### src/hdl/tvo_pkg.sv
// package for the tv output timing and level block
// assumes a single 10 mhz clock with pixels at half that rate and an apb register port
package tvo_pkg;
  localparam logic [11:0] OFF_BURST = 12'h03c;
  localparam logic [11:0] OFF_SYNC = 12'h040;
  localparam logic [11:0] OFF_IF_ENABLE = 12'h100;
  localparam logic [11:0] OFF_IF_MODE = 12'h104;
  localparam logic [11:0] OFF_ODD_WIN = 12'h108;
  localparam logic [11:0] OFF_EVEN_WIN = 12'h10c;
  localparam logic [11:0] OFF_PIX_WIN = 12'h110;
  localparam logic [11:0] OFF_RASTER_STAT = 12'h114;

  localparam logic [3:0] RST_BURST = 4'h7;
  localparam logic [6:0] RST_SYNC = 7'h00;

  localparam int BIT_IF_ON = 0;
  localparam int BIT_STD_SEL = 1;
  localparam int BIT_EDGE_SEL = 2;
  localparam int FLD_END_LSB = 16;
  localparam int BIT_STAT_FIELD = 31;

  localparam logic [7:0] BURST_BASE_PCT = 8'h1e;
  localparam logic [7:0] BURST_STEP_PCT = 8'h0a;

  localparam logic [9:0] HTOTAL_625 = 10'h360;
  localparam logic [9:0] HTOTAL_525 = 10'h35a;
  localparam logic [9:0] ODD_LINES_625 = 10'h139;
  localparam logic [9:0] EVEN_LINES_625 = 10'h138;
  localparam logic [9:0] ODD_LINES_525 = 10'h107;
  localparam logic [9:0] EVEN_LINES_525 = 10'h106;
  localparam logic [9:0] FIRST_LINE = 10'h001;
  localparam logic [9:0] PIX_MAX = 10'h2d0;

  localparam logic [7:0] DATA_IDLE = 8'h00;
  localparam logic [7:0] DATA_BLANK = 8'h80;

  typedef enum logic [3:0] {
    OUT_IDLE = 4'b0001,
    OUT_BLANK = 4'b0010,
    OUT_CODE = 4'b0100,
    OUT_ACT = 4'b1000
  } tvo_out_type;
endpackage

### src/hdl/tvo_timing_regs.sv
// tv output level controls and parallel video timing windows, apb slave
// assumes apb master on clk, synchronous active-low reset, one clock only
// What this block does
// - burst amplitude code gives 30..180 percent
// - sync pedestal code passes straight as lsbs
// - enable bit gates parallel interface, resets off
// - mode bit 2 selects pixel clock launch edge
// - mode bit 1 selects 625 or 525 lines
// - odd field active lines start through end
// - even field active lines start through end
// - line positions count first line as one
// - active pixels from pixel start through end
// - pixel positions counted from eav, 0..720
`timescale 1ns/100ps
`default_nettype none
module tvo_timing_regs (
  input wire logic clk,
  input wire logic resetn,
  input wire logic psel,
  input wire logic penable,
  input wire logic pwrite,
  input wire logic [11:0] paddr,
  input wire logic [31:0] pwdata,
  input wire logic [7:0] pix_data_in,
  output logic [31:0] prdata,
  output logic pready,
  output logic pslverr,
  output logic vid_pclk,
  output logic [7:0] vid_data,
  output logic vid_active,
  output logic vid_field_even,
  output logic [7:0] burst_amp_pct,
  output logic [6:0] sync_pedestal_out
);
  import tvo_pkg::*;

  function automatic logic in_window(input logic [9:0] pos, input logic [9:0] lo, input logic [9:0] hi);
    in_window = (pos >= lo) && (pos <= hi);
  endfunction

  logic [3:0] burst_amp_level_reg;
  logic [6:0] sync_pedestal_level_reg;
  logic parallel_if_on_reg;
  logic pixclk_edge_sel_reg;
  logic line_standard_sel_reg;
  logic [7:0] odd_line_start_reg;
  logic [8:0] odd_line_end_reg;
  logic [9:0] even_line_start_reg;
  logic [9:0] even_line_end_reg;
  logic [9:0] pixel_window_start_reg;
  logic [9:0] pixel_window_end_reg;

  logic [9:0] pix_cnt;
  logic [9:0] line_cnt;
  logic field_even;
  logic step;
  logic [9:0] htotal;
  logic line_act;
  logic pix_act;
  tvo_out_type out_next;
  logic [7:0] data_next;
  logic [31:0] rdata_next;
  logic map_hit;
  logic wr_en;

  // apb: setup cycle latches the answer, first access cycle completes
  assign wr_en = psel && penable && pready && pwrite && !pslverr;

  always_comb begin
    map_hit = 1'b1;
    rdata_next = 32'h0000_0000;
    case (paddr)
      OFF_BURST: rdata_next[3:0] = burst_amp_level_reg;
      OFF_SYNC: rdata_next[6:0] = sync_pedestal_level_reg;
      OFF_IF_ENABLE: rdata_next[BIT_IF_ON] = parallel_if_on_reg;
      OFF_IF_MODE: begin
        rdata_next[BIT_EDGE_SEL] = pixclk_edge_sel_reg;
        rdata_next[BIT_STD_SEL] = line_standard_sel_reg;
      end
      OFF_ODD_WIN: begin
        rdata_next[7:0] = odd_line_start_reg;
        rdata_next[FLD_END_LSB +: 9] = odd_line_end_reg;
      end
      OFF_EVEN_WIN: begin
        rdata_next[9:0] = even_line_start_reg;
        rdata_next[FLD_END_LSB +: 10] = even_line_end_reg;
      end
      OFF_PIX_WIN: begin
        rdata_next[9:0] = pixel_window_start_reg;
        rdata_next[FLD_END_LSB +: 10] = pixel_window_end_reg;
      end
      OFF_RASTER_STAT: begin
        rdata_next[9:0] = pix_cnt;
        rdata_next[FLD_END_LSB +: 10] = line_cnt;
        rdata_next[BIT_STAT_FIELD] = field_even;
      end
      default: map_hit = 1'b0;
    endcase
  end

  always_ff @(posedge clk) begin
    if (!resetn) begin
      pready <= 1'b0;
      pslverr <= 1'b0;
      prdata <= 32'h0000_0000;
    end else if (psel && !penable && !pready) begin
      pready <= 1'b1;
      pslverr <= !map_hit;
      prdata <= (pwrite || !map_hit) ? 32'h0000_0000 : rdata_next;
    end else begin
      pready <= 1'b0;
      pslverr <= 1'b0;
    end
  end

  // status register is read-only, writes to it are dropped
  always_ff @(posedge clk) begin
    if (!resetn) begin
      burst_amp_level_reg <= RST_BURST;
      sync_pedestal_level_reg <= RST_SYNC;
    end else if (wr_en && paddr == OFF_BURST) begin
      burst_amp_level_reg <= pwdata[3:0];
    end else if (wr_en && paddr == OFF_SYNC) begin
      sync_pedestal_level_reg <= pwdata[6:0];
    end
  end

  always_ff @(posedge clk) begin
    if (!resetn) begin
      parallel_if_on_reg <= 1'b0;
      pixclk_edge_sel_reg <= 1'b0;
      line_standard_sel_reg <= 1'b0;
    end else if (wr_en && paddr == OFF_IF_ENABLE) begin
      parallel_if_on_reg <= pwdata[BIT_IF_ON];
    end else if (wr_en && paddr == OFF_IF_MODE) begin
      pixclk_edge_sel_reg <= pwdata[BIT_EDGE_SEL];
      line_standard_sel_reg <= pwdata[BIT_STD_SEL];
    end
  end

  always_ff @(posedge clk) begin
    if (!resetn) begin
      odd_line_start_reg <= 8'h00;
      odd_line_end_reg <= 9'h000;
      even_line_start_reg <= 10'h000;
      even_line_end_reg <= 10'h000;
      pixel_window_start_reg <= 10'h000;
      pixel_window_end_reg <= 10'h000;
    end else if (wr_en && paddr == OFF_ODD_WIN) begin
      odd_line_start_reg <= pwdata[7:0];
      odd_line_end_reg <= pwdata[FLD_END_LSB +: 9];
    end else if (wr_en && paddr == OFF_EVEN_WIN) begin
      even_line_start_reg <= pwdata[9:0];
      even_line_end_reg <= pwdata[FLD_END_LSB +: 10];
    end else if (wr_en && paddr == OFF_PIX_WIN) begin
      pixel_window_start_reg <= pwdata[9:0];
      pixel_window_end_reg <= pwdata[FLD_END_LSB +: 10];
    end
  end

  // level outputs, one flop after the register
  always_ff @(posedge clk) begin
    if (!resetn) begin
      burst_amp_pct <= BURST_BASE_PCT + BURST_STEP_PCT * {4'h0, RST_BURST};
      sync_pedestal_out <= RST_SYNC;
    end else begin
      burst_amp_pct <= BURST_BASE_PCT + BURST_STEP_PCT * {4'h0, burst_amp_level_reg};
      sync_pedestal_out <= sync_pedestal_level_reg;
    end
  end

  // pixel clock is clk/2; data launches when pclk moves to the chosen edge
  assign step = parallel_if_on_reg && (vid_pclk == pixclk_edge_sel_reg);

  always_ff @(posedge clk) begin
    if (!resetn || !parallel_if_on_reg) begin
      vid_pclk <= 1'b0;
    end else begin
      vid_pclk <= ~vid_pclk;
    end
  end

  tvo_raster u_raster (
    .clk(clk),
    .resetn(resetn),
    .clr(!parallel_if_on_reg),
    .step(step),
    .std_525(line_standard_sel_reg),
    .pix_cnt(pix_cnt),
    .line_cnt(line_cnt),
    .field_even(field_even)
  );

  assign htotal = line_standard_sel_reg ? HTOTAL_525 : HTOTAL_625;

  always_comb begin
    if (field_even) begin
      line_act = in_window(line_cnt, even_line_start_reg, even_line_end_reg);
    end else begin
      line_act = in_window(line_cnt, {2'h0, odd_line_start_reg}, {1'h0, odd_line_end_reg});
    end
    // window clipped to 720 past the eav code
    pix_act = in_window(pix_cnt, pixel_window_start_reg, pixel_window_end_reg) && pix_cnt <= PIX_MAX;
  end

  // code byte: 1, field, vertical blank, h (1 = eav at pixel 0, 0 = sav at line end)
  always_comb begin
    out_next = OUT_BLANK;
    data_next = DATA_BLANK;
    if (!parallel_if_on_reg) begin
      out_next = OUT_IDLE;
      data_next = DATA_IDLE;
    end else if (pix_cnt == 10'h000) begin
      out_next = OUT_CODE;
      data_next = {1'b1, field_even, !line_act, 1'b1, 4'h0};
    end else if (pix_cnt == htotal - 10'h001) begin
      out_next = OUT_CODE;
      data_next = {1'b1, field_even, !line_act, 1'b0, 4'h0};
    end else if (line_act && pix_act) begin
      out_next = OUT_ACT;
      data_next = pix_data_in;
    end
  end

  always_ff @(posedge clk) begin
    if (!resetn || !parallel_if_on_reg) begin
      vid_data <= DATA_IDLE;
      vid_active <= 1'b0;
      vid_field_even <= 1'b0;
    end else if (step) begin
      case (out_next)
        OUT_IDLE: begin
          vid_data <= DATA_IDLE;
          vid_active <= 1'b0;
        end
        OUT_BLANK, OUT_CODE: begin
          vid_data <= data_next;
          vid_active <= 1'b0;
        end
        OUT_ACT: begin
          vid_data <= data_next;
          vid_active <= 1'b1;
        end
        default: begin
          vid_data <= DATA_IDLE;
          vid_active <= 1'b0;
        end
      endcase
      vid_field_even <= field_even;
    end
  end

  property p_burst_level;
    @(posedge clk) disable iff (!resetn)
    $stable(burst_amp_level_reg) |=> burst_amp_pct == BURST_BASE_PCT + BURST_STEP_PCT * 8'($past(burst_amp_level_reg));
  endproperty
  a_burst_level: assert property (p_burst_level) else $error("burst percent wrong");

  property p_sync_level;
    @(posedge clk) disable iff (!resetn)
    ##1 sync_pedestal_out == $past(sync_pedestal_level_reg);
  endproperty
  a_sync_level: assert property (p_sync_level) else $error("sync pedestal not passed");

  property p_if_off_idle;
    @(posedge clk) disable iff (!resetn)
    !parallel_if_on_reg [*2] |-> vid_data == DATA_IDLE && !vid_active && !vid_pclk;
  endproperty
  a_if_off_idle: assert property (p_if_off_idle) else $error("output not idle while off");

  property p_launch_edge;
    @(posedge clk) disable iff (!resetn)
    parallel_if_on_reg && $past(parallel_if_on_reg) && $stable(pixclk_edge_sel_reg) && $changed(vid_data)
      |-> vid_pclk == !pixclk_edge_sel_reg;
  endproperty
  a_launch_edge: assert property (p_launch_edge) else $error("data launched on wrong edge");

  property p_field_length;
    @(posedge clk) disable iff (!resetn)
    line_cnt <= (line_standard_sel_reg ? ODD_LINES_525 : ODD_LINES_625) && pix_cnt < htotal;
  endproperty
  a_field_length: assert property (p_field_length) else $error("raster past field length");

  property p_odd_window;
    @(posedge clk) disable iff (!resetn)
    $rose(vid_active) && !$past(field_even)
      |-> $past(line_cnt) >= {2'h0, odd_line_start_reg} && $past(line_cnt) <= {1'h0, odd_line_end_reg};
  endproperty
  a_odd_window: assert property (p_odd_window) else $error("odd field line outside window");

  property p_even_window;
    @(posedge clk) disable iff (!resetn)
    $rose(vid_active) && $past(field_even)
      |-> $past(line_cnt) >= even_line_start_reg && $past(line_cnt) <= even_line_end_reg;
  endproperty
  a_even_window: assert property (p_even_window) else $error("even field line outside window");

  property p_line_from_one;
    @(posedge clk) disable iff (!resetn)
    !parallel_if_on_reg |=> line_cnt == FIRST_LINE && pix_cnt == 10'h000;
  endproperty
  a_line_from_one: assert property (p_line_from_one) else $error("line count not from one");

  property p_pixel_window;
    @(posedge clk) disable iff (!resetn)
    $rose(vid_active) |-> in_window($past(pix_cnt), pixel_window_start_reg, pixel_window_end_reg);
  endproperty
  a_pixel_window: assert property (p_pixel_window) else $error("pixel outside window");

  property p_eav_code;
    @(posedge clk) disable iff (!resetn)
    step && pix_cnt == 10'h000 |=> vid_data[7] && vid_data[4] && !vid_active && $past(pix_cnt) <= PIX_MAX;
  endproperty
  a_eav_code: assert property (p_eav_code) else $error("eav code missing at pixel 0");

  property p_off_ignores;
    @(posedge clk) disable iff (!resetn)
    $fell(parallel_if_on_reg) |-> ##1 (vid_data == DATA_IDLE && !vid_active) [*3];
  endproperty
  a_off_ignores: assert property (p_off_ignores) else $error("windows not ignored after disable");

  c_active: cover property (@(posedge clk) disable iff (!resetn) $rose(vid_active));
  c_field: cover property (@(posedge clk) disable iff (!resetn) $rose(field_even));
  c_write: cover property (@(posedge clk) disable iff (!resetn) wr_en && paddr == OFF_PIX_WIN);
  c_badaddr: cover property (@(posedge clk) disable iff (!resetn) pready && pslverr);
endmodule
`default_nettype wire

### src/hdl/tvo_raster.sv
// pixel, line and field counters for the parallel video raster
// assumes step is a one-cycle pixel enable from the parent
`timescale 1ns/100ps
`default_nettype none
module tvo_raster (
  input wire logic clk,
  input wire logic resetn,
  input wire logic clr,
  input wire logic step,
  input wire logic std_525,
  output logic [9:0] pix_cnt,
  output logic [9:0] line_cnt,
  output logic field_even
);
  import tvo_pkg::*;

  logic [9:0] htotal;
  logic [9:0] field_lines;

  always_comb begin
    htotal = std_525 ? HTOTAL_525 : HTOTAL_625;
    if (std_525) begin
      field_lines = field_even ? EVEN_LINES_525 : ODD_LINES_525;
    end else begin
      field_lines = field_even ? EVEN_LINES_625 : ODD_LINES_625;
    end
  end

  // pixel 0 is the end-of-active-video code
  always_ff @(posedge clk) begin
    if (!resetn || clr) begin
      pix_cnt <= 10'h000;
    end else if (step) begin
      pix_cnt <= (pix_cnt >= htotal - 10'h001) ? 10'h000 : pix_cnt + 10'h001;
    end
  end

  // lines restart at 1 in each field
  always_ff @(posedge clk) begin
    if (!resetn || clr) begin
      line_cnt <= FIRST_LINE;
      field_even <= 1'b0;
    end else if (step && pix_cnt >= htotal - 10'h001) begin
      if (line_cnt >= field_lines) begin
        line_cnt <= FIRST_LINE;
        field_even <= ~field_even;
      end else begin
        line_cnt <= line_cnt + 10'h001;
      end
    end
  end
endmodule
`default_nettype wire

### config.mk
export PLATFORM = sky130hd
export DESIGN_NAME = tvo_timing_regs
export DESIGN_NICKNAME = d
export VERILOG_FILES = /design/src/hdl/tvo_pkg.sv /design/src/hdl/tvo_timing_regs.sv /design/src/hdl/tvo_raster.sv
export SDC_FILE = /design/constraint.sdc
export NUM_CORES = 1
export LEC_CHECK = 0
export BUFFER_PORTS_ARGS = -buffer_cell sky130_fd_sc_hd__buf_2
export CAP_MARGIN = 10
export CORE_AREA = 2 2 97 146
export DETAILED_ROUTE_END_ITERATION = 10
export DIE_AREA = 0 0 99 148
export GPL_TIMING_DRIVEN = 0
export HOLD_SLACK_MARGIN = 0.08
export PLACE_DENSITY = 0.79
export SYNTH_ARGS = -nofsm -noshare
export SYNTH_HDL_FRONTEND = slang
export SYNTH_SLANG_ARGS = --single-unit
export TNS_END_PERCENT = 20
### constraint.sdc
create_clock -name clk -period 2.9 [get_ports clk]
set_input_delay 0.145 -clock clk [delete_from_list [all_inputs] [get_ports clk]]
set_output_delay 0.145 -clock clk [all_outputs]
set_load 0.01 [all_outputs]
; Yosys cells after proc, flatten, opt, wreduce, memory -nomap -nowiden
; Index checks and enable logic that the tools add are counted.
; Widths: inputs -> output; s select.
[word_totals]
register_bits = 152
latch_bits = 0
ram_bits = 0
romBits = 0
inputBits = 57
memories = 0
[op_classes]
add_sub_neg = 4
n_mul = 1
div = 0
n_lt_le_gt_ge = 9
n_eq_ne = 13
shift = 0
muxes = 29
bitwise = 6
n_reduce_logical = 38
[ops]
columns = operator, n
row1 = $eq 12x9->1 const B, 6
row2 = $ge 10x10->1, 4
row3 = $mux 8, 5
row4 = $pmux 9 s4, 1
row5 = $mux 32, 1
row6 = $mux 10, 3
row7 = $add 10x1->10 const B, 2
row8 = $le 10x10->1, 2
row9 = $logic_and 1x1->1, 20
row10 = $mux 4, 4
row11 = $pmux 3 s5, 1
row12 = $pmux 2 s7, 1
row13 = $eq 12x6->1 const B, 1
row14 = $eq 12x7->1 const B, 1
row15 = $eq 10x10->1, 1
row16 = $ge 10x8->1, 1
row17 = $le 10x10->1 const B, 1
row18 = $le 10x9->1, 1
row19 = $logic_not 10->1, 1
row20 = $reduce_and 2->1, 5
row21 = $sub 9x2->10 const B, 1
row22 = $add 5x8->8 const A, 1
row23 = $reduce_or 8->1, 1
row24 = $logic_not 1->1, 7
row25 = 16 further kinds, 28

; Depth between registers and ports, before layout
[logic_depth]
depth_word = 11
ltp_mapped = 10
depth_no_buf = 9

; Cells and area by module
; From an unflattened synthesis, not the netlist that was laid out.
[unflattened]
hier_cells = 919
area_unflattened_um2 = 7871.3
[modules_own_cells]
columns = module, instances, cells_per_inst, area_per_inst_um2, seq_area_each_um2
row1 = tvo_timing_regs, 1, 782, 6715.2, 2382.3
row2 = tvo_raster, 1, 137, 1156.1, 420.4

; Least setup slack after synthesis
; Ideal clock, no wire load.
[synth_path]
kind = flip-flop to flip-flop
startpoint = register u_raster.line_cnt[7]
endpoint = register vid_data[7]
setup_time_ps = 120
arrival_time_ps = 2248
setup_slack_ps = 532
stages_incl_launch_ff = 9
path_cell_list = dfxtp_1 -> ha_1 -> a21o_1 -> a211oi_1 -> o21ai_0 -> o31a_1 -> o32ai_2 -> nand3_1 -> o31a_1
[synth_via]
elab_chain_len = 11
word_cells_on_any_way = 21
[synth_lines]
columns = element, line
row1 = start: declaration, tvo_raster.sv:12  ; output logic [9:0] line_cnt,
row2 = start signal: assignment, tvo_raster.sv:48  ; line_cnt <= line_cnt + 10'h001;
row3 = $ge 10x8->1 (tied with other cells), tvo_timing_regs.sv:38  ; in_window = (pos >= lo) && (pos <= hi);
row4 = $logic_and 1x1->1, tvo_timing_regs.sv:38
row5 = $mux 1 (*), tvo_timing_regs.sv:197  ; if (field_even) begin
row6 = $logic_and 1x1->1 (*), tvo_timing_regs.sv:219  ; end else if (line_act && pix_act) begin
row7 = $mux 4, tvo_timing_regs.sv:219
row8 = $mux 4, tvo_timing_regs.sv:216  ; end else if (pix_cnt == htotal - 10'h001) begin
row9 = $mux 4, tvo_timing_regs.sv:213  ; end else if (pix_cnt == 10'h000) begin
row10 = $mux 4, tvo_timing_regs.sv:210  ; if (!parallel_if_on_reg) begin
row11 = $eq 4x4->1 (tied with other cells), tvo_timing_regs.sv:231  ; case (out_next)
row12 = $reduce_or 3->1 (no source line), n/a
row13 = $mux 8 (*), tvo_timing_regs.sv:231
row14 = end signal: assignment, tvo_timing_regs.sv:237  ; vid_data <= data_next;
row15 = end signal: assignment, tvo_timing_regs.sv:241  ; vid_data <= data_next;
row16 = end: declaration, tvo_timing_regs.sv:29  ; output logic [7:0] vid_data,
; Mark *: on every way between the ends. The rest lies on a longest branch, timed or not.
; A chain may end at the register's enable or synchronous reset.

; Worst setup path in the final report
; Same ends and word-level chain as after synthesis.

==> results <==
- The flow ran to the end, and the final reports show no timing, DRC or antenna violations.
- The biggest fanout along the worst timing path is 9.
- The proportion of register bits with asynchronous set or reset after synthesis is 0%.
- The endpoint identified for the worst register-to-register timing path is vid_data[7].
- The detailed-router iteration count before antenna repair is 6.
- In the global route stage, met1 resource usage came out at 34.8%.
- The via total after detailed routing is 7318.
- The worst-margin pin slew is 0.871 ns.
- The die is 148 um tall.
- The routed length per placed instance is 18.3 um.
- The die area is 0.0147 mm2.
- Data on the critical path is required at its endpoint by 3.21 ns.
- The final standard cell utilization of the core is 68.2%.
- In this run the static leakage power is 3.69 nW.
- The completed layout was analyzed and its total power is 4.41 mW.
- The post-synthesis sequential area ratio is 37.5%.
- The count of nets after finishing is 1196.
- Setup repair after global routing could not meet its margin everywhere.
- In this run the worst setup path begins at u_raster.line_cnt[7].
- The CTS buffer count is 17.
- In this run the critical register-to-register path is launched from u_raster.line_cnt[7].
- The register with the most flip-flops is prdata.
- The hold violation total from the final report was 0.
- The number of top-level pins is 117.
- The global routing met3 resource utilization is 4.87%.
- The busiest layer in global routing is met2.
- STA classifies the critical path startpoint as a flop.
- The number of max-slew violations in the final report is 0.
- The total negative setup slack is 0 ns.
- The initial antenna violation count is 0.
- The setup path with the least slack is of type flop to flop.
- The end point of the most critical hold path is sync_pedestal_out[2].
- The total half-perimeter wirelength after legalization and detailed placement is 16300 um.
- The number of flip-flops in the largest register is 21.
- The pin count of the biggest net entering global routing is 17.
- No sink is reached through more buffers than the 2 on the longest clock path.
- STA classifies the critical path endpoint as a flop.
- After synthesis, the mean cell area works out to 8.17 um2.
- The fraction of layout cells with a size suffix above 1 is 14.7%.
- Between clock sinks in the finished design, the worst skew comes to 0.00581 ns.
- The portion of the clock cycle consumed by the worst path in the final layout is 96.9%.
- The TritonCTS clock tree is done.
- The global-route met2 utilization is 51.2%.
- The die is 99 um wide.
- The number of synthesized flops with an enable pin is 0.
- The area of the mapped netlist is 0.00747 mm2.
- The arrival time of the worst setup path is 3.12 ns.
- The worst reg-to-reg path cell count is 8.
- The number of sinks driven by the clock tree is 140.
- In this run the power density over the cells is 485 mW/mm2.
- The later pin in the worst-skew pair is clocked with a latency of 0.42 ns.
- The number of global-route vias before repair is 6935.
- The region available for standard cell placement spans 0.0133 mm2.
- The global placer's final weighted congestion is 0.966.
- After the first detailed-routing iteration, the DRC count stood at 551.
- The worst path in the final design needs a cycle of 2.81 ns, including I/O delays and setup.
- The worst slew margin relative to its limit is 41.9%.
- The depth of the worst hold-timing path is 2.
- CTS built an H-tree with a depth of 4.
- VDD sags by at most 0.409 mV.
- After detailed routing, the total wire length is 22600 um.
- The worst min-delay path startpoint is resetn.
- The final antenna-violating net count is 0.
- The max capacitance violation total is 0.
- Relative to the synthesized area, the layout overhead comes to 21.8%.
- For this configuration, the core starts out at a cell density of 56.0%.
- The number of warnings issued by yosys is 0.
- The count of buffers added by post-CTS timing repair for setup is 0.
- The number of flip-flops and latches in the synthesized netlist is 140.
- In the routed design, unresolved DRC markers number 0.
- Among all flip-flop cells after synthesis, the most frequent one is sky130_fd_sc_hd__dfxtp_1.
- The setup check on the worst reg-to-reg path leaves a slack of 0.09 ns.
- The maximum frequency from static timing analysis is 356 MHz.
- In this run the clock root is driven by a sky130_fd_sc_hd__clkbuf_16.
- The detail-routed via count per cell is 5.91.
- Clock-pin slew was measured on the worst setup and hold paths at 0.06 ns.
- For this run, the total global-route usage over all layers was measured as 30.9%.
- The path class of the tightest hold or removal check is input pin to flop.
- For this run the aggregate overflow at the end of global routing stands at 0.
- The number of instances in the synthesized netlist is 915.
- In this run the core area contains 52 standard-cell rows.
- The wire length of the first global-routing pass is 35400 um.
- The count of antenna diodes in the layout is 0.
- The number of distinct library cells after synthesis is 55.
- The quantity of I/O buffers inserted on ports is 92.
- Setup violations remaining at the end of the flow were counted as 0.
cell usage after synthesis (5+ instances only):
library cell               number  area (um2)
sky130_fd_sc_hd__and3_1         8        50.1
sky130_fd_sc_hd__a211oi_1       9        67.6
sky130_fd_sc_hd__xor2_1        13         114
sky130_fd_sc_hd__nand2b_1       8        50.1
sky130_fd_sc_hd__mux2i_1        7        70.1
sky130_fd_sc_hd__xnor2_1        8        70.1
sky130_fd_sc_hd__buf_4         13        97.6
sky130_fd_sc_hd__and2_1        13        81.3
sky130_fd_sc_hd__a31oi_1        5        31.3
sky130_fd_sc_hd__nor2_1        49         184
sky130_fd_sc_hd__nand3_1       33         165
sky130_fd_sc_hd__a21o_1        12        90.1
sky130_fd_sc_hd__nand2_1      167         627
sky130_fd_sc_hd__a21oi_1       95         475
sky130_fd_sc_hd__nor3_1         5        25.0
sky130_fd_sc_hd__a22oi_1        8        60.1
sky130_fd_sc_hd__inv_1         64         240
sky130_fd_sc_hd__buf_2         13        65.1
sky130_fd_sc_hd__nand4_1       20         125
sky130_fd_sc_hd__a22o_1        17         149
sky130_fd_sc_hd__a222oi_1       6        60.1
sky130_fd_sc_hd__ha_1          73         913
sky130_fd_sc_hd__o21ai_0       34         170
sky130_fd_sc_hd__clkbuf_1      24        90.1
sky130_fd_sc_hd__a221oi_1      15         131
sky130_fd_sc_hd__dfxtp_1      140        2800
metal layers:
layer	part of all wire, %	routed length, um
met5	0	0
met4	7.8	1770
met3	6.7	1510
met2	48	10900
met1	37	8440
stage by stage:
stage                     std cells  setup WS (ns)  cell area, um2  hold slack [ns]
after CTS                      1239         0.0401            9090            0.116
after global routing           1239       -0.00543            9100            0.125
after detailed placement       1180         -0.206            8180            0.375
after floorplan                 926          0.532            7510            0.270
after global placement         1180         -0.192            8180            0.368
final                          1239         0.0887            9100            0.128
where the power goes:
group / internal (mW) / leakage, nW / switching, mW / total, mW
clock: 1.48 / 0.295 / 0.845 / 2.33
sequential: 1.92 / 1.13 / 0.000794 / 1.93
combinational: 0.0666 / 2.26 / 0.0924 / 0.159
cell type report:
cell class                      count  area (um2)
Clock buffer                       21         460
Sequential cell                   140        2800
Clock inverter                     10         165
Buffer                             54         269
Fill cell                        1094        4240
Tap cell                          162         203
Timing Repair Buffer              120         741
Inverter                           65         244
Multi-Input combinational cell    667        4210
logic make-up (layout without fill, tap and decap cells):
kind of cell	count (synthesis)	in the layout	synth area share (%)
fa+ha+maj	74	74	12.5
mux	7	7	0.938
simple gates	333	333	21.0
flops	140	140	37.5
compound gates	220	220	18.7
buf+inv	119	270	6.87
xor+xnor	21	21	2.46
other cells	1	12	0.0502
what timing repair did:
| action | 4_1_cts | 5_1_grt |
|---|---|---|
| endpoints found under the hold margin | 73 | 0 |
| hold buffers | 28 | 0 |
| resized for setup | 2 | 1 |
| setup endpoints to repair | 6 | 2 |
worst max-delay path: stages, from the launching register on:
cell	delay, ns
sky130_fd_sc_hd__dfxtp_2	0.46
sky130_fd_sc_hd__ha_1	0.30
sky130_fd_sc_hd__a21o_1	0.19
sky130_fd_sc_hd__a211oi_2	0.33
sky130_fd_sc_hd__o21ai_0	0.15
sky130_fd_sc_hd__o31a_1	0.30
sky130_fd_sc_hd__o32ai_4	0.38
sky130_fd_sc_hd__nand3_1	0.28
sky130_fd_sc_hd__o31a_1	0.30
worst max-delay path by stage:
stage                                       to  slack (ns)
after floorplan                    vid_data[7]        0.53
after global routing      u_raster.line_cnt[0]      -0.005
after detailed placement           vid_data[7]       -0.21
after global placement             vid_data[7]       -0.19
final                              vid_data[7]        0.09
after CTS                          vid_data[7]        0.04
cell usage in the layout, fill, tap and decap left out, types with 5 or more instances in the layout:
| master | count |
|---|---|
| sky130_fd_sc_hd__conb_1 | 12 |
| sky130_fd_sc_hd__o21ai_0 | 34 |
| sky130_fd_sc_hd__dlygate4sd3_1 | 28 |
| sky130_fd_sc_hd__a222oi_1 | 6 |
| sky130_fd_sc_hd__xor2_1 | 13 |
| sky130_fd_sc_hd__clkbuf_1 | 26 |
| sky130_fd_sc_hd__nor2_1 | 49 |
| sky130_fd_sc_hd__buf_4 | 13 |
| sky130_fd_sc_hd__nand2_1 | 167 |
| sky130_fd_sc_hd__nor3_1 | 5 |
| sky130_fd_sc_hd__a211oi_1 | 8 |
| sky130_fd_sc_hd__mux2i_1 | 7 |
| sky130_fd_sc_hd__buf_2 | 105 |
| sky130_fd_sc_hd__nand4_1 | 20 |
| sky130_fd_sc_hd__clkbuf_16 | 17 |
| sky130_fd_sc_hd__dfxtp_1 | 139 |
| sky130_fd_sc_hd__and3_1 | 8 |
| sky130_fd_sc_hd__a21oi_1 | 95 |
| sky130_fd_sc_hd__a22oi_1 | 8 |
| sky130_fd_sc_hd__xnor2_1 | 8 |
| sky130_fd_sc_hd__a22o_1 | 17 |
| sky130_fd_sc_hd__nand2b_1 | 8 |
| sky130_fd_sc_hd__a221oi_1 | 15 |
| sky130_fd_sc_hd__inv_1 | 64 |
| sky130_fd_sc_hd__nand3_1 | 33 |
| sky130_fd_sc_hd__a21o_1 | 12 |
| sky130_fd_sc_hd__and2_1 | 13 |
| sky130_fd_sc_hd__a31oi_1 | 5 |
| sky130_fd_sc_hd__ha_1 | 73 |
Note: power is estimated with default switching activity, not from simulation.
